### config.mk
export PLATFORM = sky130hd
export DESIGN_NAME = rwg_top
export DESIGN_NICKNAME = d
export VERILOG_FILES = /design/src/hw/rwg_word_pool.v /design/src/hw/rwg_top.v
export VERILOG_INCLUDE_DIRS = /design/src /design/src/shared
export SDC_FILE = /design/constraint.sdc
export NUM_CORES = 1
export LEC_CHECK = 0
export ABC_CLOCK_PERIOD_IN_PS = 9970
export BUFFER_PORTS_ARGS = -buffer_cell sky130_fd_sc_hd__buf_2
export CAP_MARGIN = 0
export CORE_MARGIN = 2
export CORE_UTILIZATION = 35
export CTS_CLUSTER_DIAMETER = 150
export DETAILED_ROUTE_END_ITERATION = 16
export PLACE_DENSITY = 0.5
export SYNTH_ARGS = -nofsm -noshare
export SYNTH_HDL_FRONTEND = slang
export SYNTH_SLANG_ARGS = --single-unit
export TNS_END_PERCENT = 50
### constraint.sdc
create_clock -name mclk -period 9.97 [get_ports mclk]
set_clock_uncertainty 0.15 [all_clocks]
set_input_delay 0.997 -clock mclk [delete_from_list [all_inputs] [get_ports mclk]]
set_output_delay 0.997 -clock mclk [all_outputs]
set_load 0.02 [all_outputs]
### src/shared/rwg_map.vh
// register offsets, field positions, reset values and sizes of the random word generator
`ifndef RWG_MAP_VH
`define RWG_MAP_VH

// ----------------------------------------
// register offsets (byte addresses)
// ----------------------------------------
`define RWG_ADDR_W 8
`define RWG_OFS_ENABLE 8'h60
`define RWG_OFS_CONFIG 8'h64
`define RWG_OFS_DATA 8'h68
`define RWG_OFS_STATUS 8'h6c

// ----------------------------------------
// field positions
// ----------------------------------------
`define RWG_RUN_BIT 0
`define RWG_OUT_DIV_BIT 7
`define RWG_FIRST_DIV_LO 8
`define RWG_FIRST_DIV_HI 11
`define RWG_UNDERFLOW_BIT 12
`define RWG_READY_BIT 14

// ----------------------------------------
// reset values
// ----------------------------------------
`define RWG_ENABLE_RST 1'b0
`define RWG_OUT_DIV_RST 1'b0
`define RWG_FIRST_DIV_RST 4'h0
`define RWG_LFSR_SEED 32'h0000_0001

// ----------------------------------------
// divider exponents (divisor = 2 ** exponent)
// ----------------------------------------
`define RWG_FIRST_EXP_MAX 5'h0f
`define RWG_FIRST_EXP_BASE 5'h10
`define RWG_OUT_EXP_1024 5'h0a
`define RWG_OUT_EXP_512 5'h09
`define RWG_CNT_W 26

// ----------------------------------------
// word pool
// ----------------------------------------
`define RWG_WORD_W 32
`define RWG_POOL_DEPTH 4
`define RWG_POOL_IDX_W 2
`define RWG_POOL_CNT_W 3
`define RWG_READY_MIN 3'h2

`endif

### src/hw/rwg_word_pool.v
// first-in first-out pool of random words held in flip-flops
`timescale 1ns/100ps
`include "rwg_map.vh"

module rwg_word_pool (
	input wire mclk,
	input wire clr_n,
	input wire in_valid,
	output wire in_ready,
	input wire [`RWG_WORD_W-1:0] in_data,
	output wire out_valid,
	input wire out_ready,
	output wire [`RWG_WORD_W-1:0] out_data,
	output wire [`RWG_POOL_CNT_W-1:0] fill
);

	reg [`RWG_WORD_W-1:0] slot [0:`RWG_POOL_DEPTH-1];
	reg [`RWG_POOL_IDX_W-1:0] head;
	reg [`RWG_POOL_IDX_W-1:0] tail;
	reg [`RWG_POOL_CNT_W-1:0] count;
	wire push;
	wire pop;

	assign in_ready = (count != `RWG_POOL_DEPTH);
	assign out_valid = (count != {`RWG_POOL_CNT_W{1'b0}});
	assign out_data = slot[head];
	assign fill = count;
	// full pool refuses, unread words are never overwritten
	assign push = in_valid & in_ready;
	assign pop = out_ready & out_valid;

	// ----------------------------------------
	// storage
	// ----------------------------------------
	genvar i;
	generate
		for (i = 0; i < `RWG_POOL_DEPTH; i = i + 1) begin : g_slot
			always @(posedge mclk) begin
				if (!clr_n) begin
					slot[i] <= {`RWG_WORD_W{1'b0}};
				end else if (push && tail == i) begin
					slot[i] <= in_data;
				end
			end
		end
	endgenerate

	// ----------------------------------------
	// pointers and fill level
	// ----------------------------------------
	always @(posedge mclk) begin
		if (!clr_n) begin
			head <= {`RWG_POOL_IDX_W{1'b0}};
			tail <= {`RWG_POOL_IDX_W{1'b0}};
			count <= {`RWG_POOL_CNT_W{1'b0}};
		end else begin
			if (push) begin
				tail <= tail + 1'b1;
			end
			if (pop) begin
				head <= head + 1'b1;
			end
			if (push && !pop) begin
				count <= count + 1'b1;
			end else if (pop && !push) begin
				count <= count - 1'b1;
			end
		end
	end

endmodule

### src/hw/rwg_top.v
// random word generator: rate dividers, entropy mixer, word pool and registers
//
// Contract
// - config bit 7 selects output divider 1024/512
// - decode first divider field bits 11:8
// - one word per first times output divider
// - reset clears both dividers, slowest rate
// - data read returns oldest word, removes it
// - ready bit 14 when two words held
// - empty data read sets underflow bit 12
// - underflow sticky until generator reset
// - underflow read returns unspecified value
// - protected mode admits embedded port only
`timescale 1ns/100ps
`include "rwg_map.vh"

module rwg_top (
	input wire mclk,
	input wire rst_n,
	input wire soft_rst,
	input wire protected_mode,
	input wire entropy_bit,
	input wire reg_req,
	input wire reg_wr,
	input wire reg_from_embedded,
	input wire [`RWG_ADDR_W-1:0] reg_addr,
	input wire [31:0] reg_wdata,
	output reg [31:0] reg_rdata,
	output reg reg_ack,
	output reg reg_refused,
	output reg pool_ready_flag,
	output reg pool_underflow_flag
);

	// ----------------------------------------
	// declarations
	// ----------------------------------------
	reg entropy_s1;
	reg entropy_s2;
	reg generator_run_bit;
	reg out_div_sel;
	reg [3:0] first_divider;
	reg [31:0] lfsr;
	reg [`RWG_CNT_W-1:0] rate_cnt;
	reg [31:0] next_rdata;
	reg [4:0] first_exp;
	wire clr_n;
	wire [4:0] total_exp;
	wire [`RWG_CNT_W-1:0] rate_limit;
	wire tick;
	wire feedback;
	wire access_ok;
	wire rd_data;
	wire wr_any;
	wire pool_out_valid;
	wire [`RWG_WORD_W-1:0] pool_out_data;
	wire [`RWG_POOL_CNT_W-1:0] pool_fill;

	// hard and soft reset both restart the generator
	assign clr_n = rst_n & ~soft_rst;

	// ----------------------------------------
	// entropy input synchroniser
	// ----------------------------------------
	always @(posedge mclk) begin
		if (!rst_n) begin
			entropy_s1 <= 1'b0;
			entropy_s2 <= 1'b0;
		end else begin
			entropy_s1 <= entropy_bit;
			entropy_s2 <= entropy_s1;
		end
	end

	// ----------------------------------------
	// register access decode
	// ----------------------------------------
	// host side is shut out in protected mode
	assign access_ok = reg_req & (reg_from_embedded | ~protected_mode);
	assign rd_data = access_ok & ~reg_wr & (reg_addr == `RWG_OFS_DATA);
	assign wr_any = access_ok & reg_wr;

	// ----------------------------------------
	// control registers
	// ----------------------------------------
	always @(posedge mclk) begin
		if (!clr_n) begin
			generator_run_bit <= `RWG_ENABLE_RST;
			out_div_sel <= `RWG_OUT_DIV_RST;
			first_divider <= `RWG_FIRST_DIV_RST;
		end else if (wr_any) begin
			if (reg_addr == `RWG_OFS_ENABLE) begin
				generator_run_bit <= reg_wdata[`RWG_RUN_BIT];
			end
			if (reg_addr == `RWG_OFS_CONFIG) begin
				out_div_sel <= reg_wdata[`RWG_OUT_DIV_BIT];
				first_divider <= reg_wdata[`RWG_FIRST_DIV_HI:`RWG_FIRST_DIV_LO];
			end
		end
	end

	// ----------------------------------------
	// rate dividers
	// ----------------------------------------
	// codes 0 and 1 give 2**15, each higher code halves
	always @* begin
		if (first_divider[3:1] == 3'h0) begin
			first_exp = `RWG_FIRST_EXP_MAX;
		end else begin
			first_exp = `RWG_FIRST_EXP_BASE - {1'b0, first_divider};
		end
	end

	assign total_exp = first_exp + (out_div_sel ? `RWG_OUT_EXP_512 : `RWG_OUT_EXP_1024);
	assign rate_limit = ({{(`RWG_CNT_W-1){1'b0}}, 1'b1} << total_exp) - 1'b1;
	// compare with >= so a raised rate never waits for a wrap
	assign tick = generator_run_bit & (rate_cnt >= rate_limit);

	always @(posedge mclk) begin
		if (!clr_n) begin
			rate_cnt <= {`RWG_CNT_W{1'b0}};
		end else if (!generator_run_bit || tick) begin
			rate_cnt <= {`RWG_CNT_W{1'b0}};
		end else begin
			rate_cnt <= rate_cnt + 1'b1;
		end
	end

	// ----------------------------------------
	// entropy mixer
	// ----------------------------------------
	// lfsr whitens the raw bit; it is folded in every running cycle
	assign feedback = lfsr[31] ^ lfsr[21] ^ lfsr[1] ^ lfsr[0] ^ entropy_s2;

	always @(posedge mclk) begin
		if (!clr_n) begin
			lfsr <= `RWG_LFSR_SEED;
		end else if (generator_run_bit) begin
			lfsr <= {lfsr[30:0], feedback};
		end
	end

	// ----------------------------------------
	// word pool
	// ----------------------------------------
	rwg_word_pool u_pool (
		.mclk(mclk),
		.clr_n(clr_n),
		.in_valid(tick),
		.in_ready(),
		.in_data(lfsr),
		.out_valid(pool_out_valid),
		.out_ready(rd_data),
		.out_data(pool_out_data),
		.fill(pool_fill)
	);

	// ----------------------------------------
	// status flags
	// ----------------------------------------
	always @(posedge mclk) begin
		if (!clr_n) begin
			pool_ready_flag <= 1'b0;
			pool_underflow_flag <= 1'b0;
		end else begin
			pool_ready_flag <= (pool_fill >= `RWG_READY_MIN);
			if (rd_data && !pool_out_valid) begin
				pool_underflow_flag <= 1'b1;
			end
		end
	end

	// ----------------------------------------
	// read data
	// ----------------------------------------
	always @* begin
		next_rdata = 32'h0000_0000;
		if (access_ok && !reg_wr) begin
			case (reg_addr)
			`RWG_OFS_ENABLE: begin
				next_rdata[`RWG_RUN_BIT] = generator_run_bit;
			end
			`RWG_OFS_CONFIG: begin
				next_rdata[`RWG_OUT_DIV_BIT] = out_div_sel;
				next_rdata[`RWG_FIRST_DIV_HI:`RWG_FIRST_DIV_LO] = first_divider;
			end
			`RWG_OFS_DATA: begin
				// empty pool answers zero
				if (pool_out_valid) begin
					next_rdata = pool_out_data;
				end
			end
			`RWG_OFS_STATUS: begin
				next_rdata[`RWG_READY_BIT] = pool_ready_flag;
				next_rdata[`RWG_UNDERFLOW_BIT] = pool_underflow_flag;
			end
			default: begin
				next_rdata = 32'h0000_0000;
			end
			endcase
		end
	end

	// ----------------------------------------
	// bus answer
	// ----------------------------------------
	always @(posedge mclk) begin
		if (!rst_n) begin
			reg_rdata <= 32'h0000_0000;
			reg_ack <= 1'b0;
			reg_refused <= 1'b0;
		end else begin
			reg_rdata <= next_rdata;
			reg_ack <= reg_req;
			reg_refused <= reg_req & ~access_ok;
		end
	end

endmodule

* Word level (Yosys, flattened, before mapping) *
Memories as Yosys holds them, arrays and structs flattened. A register that Yosys moved wholly into a read port is not among the register bits.
Index checks and enable logic that the tools add are counted.

cells by class
  $add $sub $neg = 8
  $mul = 0
  divide/modulo/power cells = 0
  order comparisons = 2
  equality and inequality tests = 8
  shift operators = 1
  multiplexer cells = 28
  bitwise gates (word level) = 23
  reductions and logical operators = 23

operators with widths
  kind                   number
  $mux 32                4
  $eq 8x7->1 const B     4
  $add 26x1->26 const B  1
  $ge 26x26->1           1
  $shl 1x5->26 const A   1
  $sub 26x1->26 const B  1
  $mux 15                1
  $mux 1                 13
  $pmux 5 s2             1
  $and 1x1->1            9
  $logic_and 1x1->1      8
  $mux 2                 3
  $mux 3                 2
  $pmux 1 s2             3
  $reduce_and 2->1       3
  $add 5x4->5            1
  $logic_not 1->1        5
  $mux 5                 1
  $not 1->1              5
  $or 1x1->1             5
  $sub 5x4->5 const A    1
  $add 2x1->2 const B    2
  $eq 2x2->1 const B     2
  $reduce_and 4->1       1
  other kinds (12)       15

storage, ports and cells
  register bits after elaboration = 109
  latch bits = 0
  RAM bits = 128
  bits in read-only memories = 0
  input port bits = 48
  output and inout port bits = 36
  word-level logic and storage cells = 110
  memories kept = 1

memories
  memory       depth  width  rd ports  clocked after memory_dff  wr ports  RTL line            source
  u_pool.slot  4      32     1         1                         4         rwg_word_pool.v:17  reg [`RWG_WORD_W-1:0] slot [0:`RWG_POOL_DEPTH-1];

* Longest topological paths before layout *
Gate-level depths: netlist of the first run.

  depth in word-level cells = 13
  gate-level depth with buffers = 31
  gate-level depth less buffers = 28

* Modules after synthesis *
From an unflattened synthesis of the first run, not the netlist that was laid out.

second synthesis, totals
  cells, all modules = 906
  area total of the unflattened synthesis = 10,930.5 sq um

modules (own cells, without submodules)
  module         times used  cells an instance  area an instance (sq um)  seq. area each (sq um)
  rwg_word_pool  1           377                6,080.8                   4,023.9
  rwg_top        1           529                4,849.7                   2,042.0

* Worst setup path before layout of the first run *
Ideal clock, no wire load.

  path kind = register to register
  start point = reg first_divider[1]
  end point = reg u_pool.count[2], in the netlist u_pool.fill[2]
  library setup time = 0.071 ns
  arrival = 5.512 ns
  data required time = 9.749 ns
  slack = 4.237 ns
  stages on the path, launching flop included = 28
  buffers on the path = 2
  clock period less this slack = 5.733 ns
  cell sequence = dfxtp_1 > inv_1 > ha_1 > or2_2 > inv_1 > fa_1 > nand2_1 > a32o_1 > nor3_2 > nand3_1 > ha_1 > or2_2 > o31a_1 > o21ai_0 > a21oi_1 > ha_1 > nand2_1 > nor3_1 > o211ai_2 > a31oi_4 > buf_6 > buf_6 > ha_1 > inv_1 > fa_1 > xor2_1 > or3_1 > a21oi_1

on the way
  word-level cells in the longest chain between the ends = 11
  elaborated cells between the ends (all ways) = 14
  classes of those cells = 3 x add/sub; 1 x order compare; 1 x shift; 2 x mux; 2 x bitwise; 5 x reduce/logical

RTL lines
  item                                                                    RTL line            source
  start: declaration                                                      rwg_top.v:42        reg [3:0] first_divider;
  start signal: assignment                                                rwg_top.v:90        first_divider <= `RWG_FIRST_DIV_RST;
  start signal: assignment                                                rwg_top.v:97        first_divider <= reg_wdata[`RWG_FIRST_DIV_HI:`RWG_FIRST_DIV_LO];
  $sub 5x4->5 (no source line) / $logic_not 3->1 (equally long branches)  -
  $mux 5 (*)                                                              rwg_top.v:107       if (first_divider[3:1] == 3'h0) begin
  $add 5x4->5 (*)                                                         rwg_top.v:114       assign total_exp = first_exp + (out_div_sel ? `RWG_OUT_EXP_512 : `RWG_OUT_EXP_1024);
  $shl 1x5->26 (*)                                                        rwg_top.v:115       assign rate_limit = ({{(`RWG_CNT_W-1){1'b0}}, 1'b1} << total_exp) - 1'b1;
  $sub 26x1->26 (*)                                                       rwg_top.v:115
  $ge 26x26->1 (*)                                                        rwg_top.v:117       assign tick = generator_run_bit & (rate_cnt >= rate_limit);
  $and 1x1->1 (*)                                                         rwg_top.v:117
  $and 1x1->1 (*)                                                         rwg_word_pool.v:29  assign push = in_valid & in_ready;
  $logic_not 1->1                                                         rwg_word_pool.v:65  end else if (pop && !push) begin
  $logic_and 1x1->1                                                       rwg_word_pool.v:65
  $reduce_bool 2->1 (no source line)                                      -
  end signal: assignment                                                  rwg_word_pool.v:55  count <= {`RWG_POOL_CNT_W{1'b0}};
  end signal: assignment                                                  rwg_word_pool.v:64  count <= count + 1'b1;
  end signal: assignment                                                  rwg_word_pool.v:66  count <= count - 1'b1;
  end: declaration                                                        rwg_word_pool.v:20  reg [`RWG_POOL_CNT_W-1:0] count;

Every way passes the cells marked *; elsewhere a longest branch is shown, timed or not.
A chain may end at the register's enable or synchronous reset.

==> flow_summary.yaml, run 1 <==
clock_tree:
  postCtsHoldBufs: 0
  htree_levels: 1
  post-cts-setup-buffers: 0
  cts_resized: 0
  cts_inserted_buffers: 28
  cts_tree: "done"
  clk_pin_slew_ps: 60
  cts_root_buffer: "clkbuf_16"
  cts.sinks: 239
  clk_latency_ps: 540
  cts_buffer_depth: 3
logic_synthesis:
  synth_ff_type: "edfxtp_1"
  yosysWarnings: 0
  synth_edf_count: 128
  syn_area_per_cell_um2: 12.3
  synthesis.nets: 996
  ys_async_sr_fraction_pct: 0
  synth-seq-area-share_pct: 54.0
  synth_area_um2: 11200
  synth-seq-cells: 239
  syn_inst: 910
  synth_cell_type_count: 60
cells_and_area:
  num-nets-final: 1023
  drive_gt1_share_pct: 17.6
  design_area_um2: 12700
  area_growth_pct: 13.0
  nFillCells: 2998
  stdcell_count: 1361
  diodes: 0
floorplan:
  core_um2: 31600
  row_count: 65
  start_util_pct: 35.6
  ios: 84
  die_area_um2: 33500
  die_x_um: 183
  die_h_um: 183
worst_setup_path:
  critPathRequiredTime_ps: 10010
  endpoint_kind: "flop"
  critPathLaunchType: "flop"
  path_class: "flop to flop"
  path_max_fanout: 79
  worstPathArrival_ps: 7610
sta:
  hold_viol_final: 0
  post-route-period-util_pct: 75.9
  rsz0062_at_grt: "false"
  finalSetupViolCount: 0
  fin_tns_setup_ps: 0
  relSlewSlack_pct: 27.7
  fmax_ghz: 0.132
  tightest_slew_ps: 1080
  maxSlewViolCount: 0
  min_period_ps: 7570
global_routing:
  grt_pass1_wl_um: 42800
  antenna_found_initial: 0
  grt_pass1_vias: 7384
  gr-total-overflow: 0
  grt.total_usage_pct: 16.3
  grt_max_degree: 94
min_path:
  hp-class: "flop to flop"
detailed_routing:
  drc: 0
  first_pass_iters: 5
  vias_per_cell: 5.43
  routedWlPerCell_um: 19.8
  first_iter_violations: 517
  ant_nets: 0
  drt-total-wl_um: 26900
  dr_total_vias: 7384
placed_design:
  dp_hpwl_um: 15200
  routabilityCongestion: 0.772
  placed_cell_area_um2: 11800
  port_buffers: 57
  dp.cells: 1309
power_and_ir_drop:
  irDropWorstVdd_v: 0.000111
  total_power_w: 0.00206
  power.leakage_nw: 4.82
  power_density_nw_per_um2: 163
run:
  cap_violations: 0
run_status:
  outcome: "completed"
-- layout by cell type (no fill, tap or decap), types with 8 or more instances in the layout --
cell,n
nor3_1,31
inv_1,14
nand2_1,40
a32o_1,8
nand3_1,24
xnor2_1,10
dfxtp_1,109
buf_4,16
buf_2,57
and3_1,29
ha_1,32
a21o_1,9
mux4_2,32
o21ai_0,15
a21oi_1,13
clkbuf_1,16
edfxtp_1,128
xor2_1,24
clkbuf_16,28
and4_1,130
nand4_1,13
mux2i_1,40
nor2_1,65
-- synth_stat cells (4+ instances only) --
| master | count | area (um^2) |
|---|---|---|
| a21o_1 | 9 | 67.6 |
| a21oi_1 | 13 | 65.1 |
| a31oi_1 | 4 | 25.0 |
| a32o_1 | 8 | 80.1 |
| and3_1 | 29 | 181 |
| and4_1 | 130 | 1140 |
| buf_1 | 5 | 18.8 |
| buf_2 | 14 | 70.1 |
| clkbuf_1 | 55 | 206 |
| dfxtp_1 | 111 | 2220 |
| edfxtp_1 | 128 | 3840 |
| ha_1 | 36 | 450 |
| inv_1 | 14 | 52.6 |
| mux2i_1 | 40 | 400 |
| mux4_2 | 32 | 721 |
| nand2_1 | 40 | 150 |
| nand2b_1 | 4 | 25.0 |
| nand3_1 | 24 | 120 |
| nand4_1 | 13 | 81.3 |
| nor2_1 | 65 | 244 |
| nor3_1 | 31 | 155 |
| o21ai_0 | 15 | 75.1 |
| or2_2 | 4 | 25.0 |
| xnor2_1 | 10 | 87.6 |
| xor2_1 | 24 | 210 |
-- final cells by class --
cell class                 count  area (um^2)  share of cell area (%)
sequential                   239         6070                    47.9
multi-input combinational    578         4800                    37.8
clock buffer                  44          761                    6.00
tap                          402          503                    3.97
timing repair buffer          73          405                    3.20
clock inverter                 8         80.1                   0.632
inverter                      17         63.8                   0.503
-- kinds of logic (layout without fill, tap and decap cells) --
| group | count (synthesis) | after routing | share of synthesized area (%) |
|---|---|---|---|
| AND/OR/NAND/NOR | 358 | 358 | 20.3 |
| flip-flops | 239 | 239 | 54.0 |
| buffers and inverters | 93 | 142 | 3.40 |
| AO/OA/AOI/OAI | 75 | 75 | 5.05 |
| multiplexers | 72 | 72 | 9.99 |
| adder cells (fa/ha/maj) | 38 | 38 | 4.37 |
| XOR/XNOR | 35 | 35 | 2.80 |
-- where the power goes --
group	total (W)	switching [W]	internal [W]	leakage, nW
logic	0.0000500	0.0000340	0.0000159	2.13
clock network	0.000946	0.000396	0.000549	0.401
registers	0.00107	0.00000658	0.00106	2.29
total	0.00206	0.000437	0.00163	4.82
-- state kept, by name (all words and copies together), names as in the netlist, 2 cells and up, named ones only --
register / flops
first_divider: 4
lfsr: 32
rate_cnt: 26
reg_rdata: 32
u_pool.fill: 3
u_pool.head: 2
u_pool.slot: 128
u_pool.tail: 2
-- metrics by stage --
step	util [%]	worst slack (ps)	hold slack, ps
finish	40.2	2400	308
floorplan	-	4240	262
detailed placement	37.5	2400	271
global route	40.2	1840	317
CTS	40.2	2380	311
global placement	37.5	2420	280
-- metal layers --
layer | share of wire (%) | track usage, % | vias up
li1 | - | - | 3559
met1 | 46 | 21.7 | 3677
met2 | 49 | 28.0 | 109
met3 | 3.2 | 2.20 | 39
met5 | 0 | 0 | -
met4 | 1.9 | 4.03 | 0
-- worst max-delay path, cell delays in order (launching register included) --
cell and delay [ps]:
dfxtp_1 490, inv_1 100, ha_1 270, or2_2 310, inv_1 80, fa_1 330
nand2_1 90, a32o_1 460, inv_2 210, nand2_1 110, inv_2 110, nand3_1 110
ha_1 440, or2_2 370, o31a_1 230, o21ai_0 150, a21oi_1 120, ha_1 320
nand2_1 50, nor3_1 270, o211ai_2 140, a31oi_4 150, buf_4 470, buf_4 620
a21o_1 480, buf_4 490
-- worst paths after layout --
check	from	slack [ps]	end	cells after the start
setup / recovery	first_divider[1]	2400	u_pool.slot[2][8]	25
hold / removal	entropy_s1	310	entropy_s2	1
setup reg to reg	first_divider[1]	2400	u_pool.slot[2][8]	25
hold reg to reg	entropy_s1	310	entropy_s2	1
Note: power is estimated with default switching activity, not from simulation.
==> inputs of run 2 (changes only) <==
Settings changed: ABC_CLOCK_PERIOD_IN_PS 9970 to 6300, PLACE_DENSITY 0.5 to 0.52.
Clock period 9.97 ns to 6.3 ns, I/O delays scaled along.
==> run 2 against run 1 <==
Wire length decreased by 0.97%. Power increased by 59%. Cell count grew 1.2%. Largest cell class unchanged. Clock power up 60%. Worst hold slack lost 130 ps. Sequential share of layout area fell by 0.92 points. Sequential cell count unchanged. First-iteration DRC count fell by 12%. Clock-buffer cell count shrank 3.
==> flow_summary.yaml, run 2 (same netlist as run 1, synthesis figures left out) <==
run_status:
  outcome: "completed"
clock_tree:
  clk_pin_slew_ps: 60
  htree_levels: 1
  cts_resized: 0
  cts_inserted_buffers: 28
  cts.sinks: 239
  post-cts-setup-buffers: 0
  postCtsHoldBufs: 0
  cts_root_buffer: "clkbuf_16"
  cts_tree: "done"
  cts_buffer_depth: 3
  clk_latency_ps: 570
global_routing:
  grt_pass1_vias: 7408
  grt_max_degree: 135
  gr-total-overflow: 0
  grt.total_usage_pct: 16.1
  antenna_found_initial: 0
  grt_pass1_wl_um: 42600
worst_setup_path:
  critPathLaunchType: "flop"
  crit_top_cell: "ha_1"
  worstPathArrival_ps: 6180
  critPathRequiredTime_ps: 6610
  path_class: "flop to flop"
  slowest_delay_ps: 480
  cp_slowest_cell: "dfxtp_1"
  endpoint_kind: "flop"
  path_max_fanout: 8
detailed_routing:
  vias_per_cell: 5.40
  ant_nets: 0
  drt-total-wl_um: 26700
  first_iter_violations: 455
  drc: 0
  routedWlPerCell_um: 19.4
  dr_total_vias: 7432
  first_pass_iters: 5
placed_design:
  dp_hpwl_um: 15900
  port_buffers: 57
  routabilityCongestion: 0.775
sta:
  holdWs_ps: 175
  tightest_slew_ps: 1160
  maxSlewViolCount: 0
  min_period_ps: 5870
  rsz0062_at_grt: "false"
  relSlewSlack_pct: 22.3
  post-route-period-util_pct: 93.1
  finalSetupViolCount: 0
  fin_tns_setup_ps: 0
  hold_viol_final: 0
  fmax_ghz: 0.170
cells_and_area:
  final_util_pct: 41.0
  final_cell_mix: "and4_1, edfxtp_1, dfxtp_1, nor2_1, buf_2"
  area_growth_pct: 15.2
  seqCellArea_um2: 6070
  drive_gt1_share_pct: 19.3
  largest_register_ff_count: 128
  multi_input_area_um2: 4790
  nFillCells: 3009
  top_register: "u_pool.slot"
  top_regs: "u_pool.slot: 128 flops, lfsr: 32 flops, reg_rdata: 32 flops"
  layout_commonest_cell: "and4_1"
  diodes: 0
  num-nets-final: 1039
run:
  cap_violations: 0
floorplan:
  row_count: 65
  start_util_pct: 35.6
  ios: 84
  core_um2: 31600
  die_area_um2: 33500
  die_x_um: 183
  die_h_um: 183
power_and_ir_drop:
  power.leakage_nw: 4.98
  power_density_nw_per_um2: 255
  irDropWorstVdd_v: 0.000203
min_path:
  hp-class: "input pin to flop"
==> run 2: cell count changes in the layout (fill, tap and decap cells not counted), sizes merged <==
cell / previous run / this run
buf: 73 / 89
clkinv: 5 / 10
clkbuf: 44 / 41
bufinv: 1 / 0
clkinvlp: 1 / 0
==> run 2: power breakdown <==
part / total [W] / leakage [nW] / switching (W) / internal [W]
clock network: 0.00151 / 0.427 / 0.000648 / 0.000862
registers: 0.00169 / 2.29 / 0.0000108 / 0.00168
logic: 0.0000890 / 2.26 / 0.0000550 / 0.0000340
==> run 2: final cells by class <==
cell class                 count  area share, %
clock buffer                  41           6.03
timing repair buffer          89           4.94
sequential                   239           47.0
multi-input combinational    578           37.0
tap                          402           3.89
clock inverter                11          0.668
inverter                      17          0.494
==> run 2: metal layers <==
| layer | vias to the layer above | part of all wire (%) | GRT usage (%) |
|---|---|---|---|
| met1 | 3681 | 45 | 21.5 |
| met4 | 0 | 2.7 | 4.77 |
| li1 | 3593 | - | - |
| met2 | 114 | 49 | 27.3 |
| met3 | 44 | 2.7 | 2.08 |
| met5 | - | 0 | 0 |
==> run 2: worst paths after layout <==
check	from	endpoint	slack (ps)	cells after the start
max	first_divider[1]	u_pool.fill[2]	430	26
min	entropy_bit	entropy_s1	170	2
max reg2reg	first_divider[1]	u_pool.fill[2]	430	26
min reg2reg	rate_cnt[0]	rate_cnt[0]	340	1
==> run 2: through the flow <==
stage	cells	setup slack, ps	total power (W)	instance area, um^2
after floorplan	910	567	0.00177	11200
after global placement	1325	493	0.00181	12100
after detailed placement	1325	490	0.00182	12100
after CTS	1377	451	0.00333	12900
after global routing	1377	23.7	0.00340	12900
final	1377	432	0.00329	12900
==> run 2: worst max-delay path, delay by kind of cell, from the launching register on <==
family,cells,cell delay [ps]
flip-flops,1,480
AND/OR/NAND/NOR,8,1610
buffers and inverters,3,270
AO/OA/AOI/OAI,8,1340
XOR/XNOR,1,170
adder cells (fa/ha/maj),6,1750
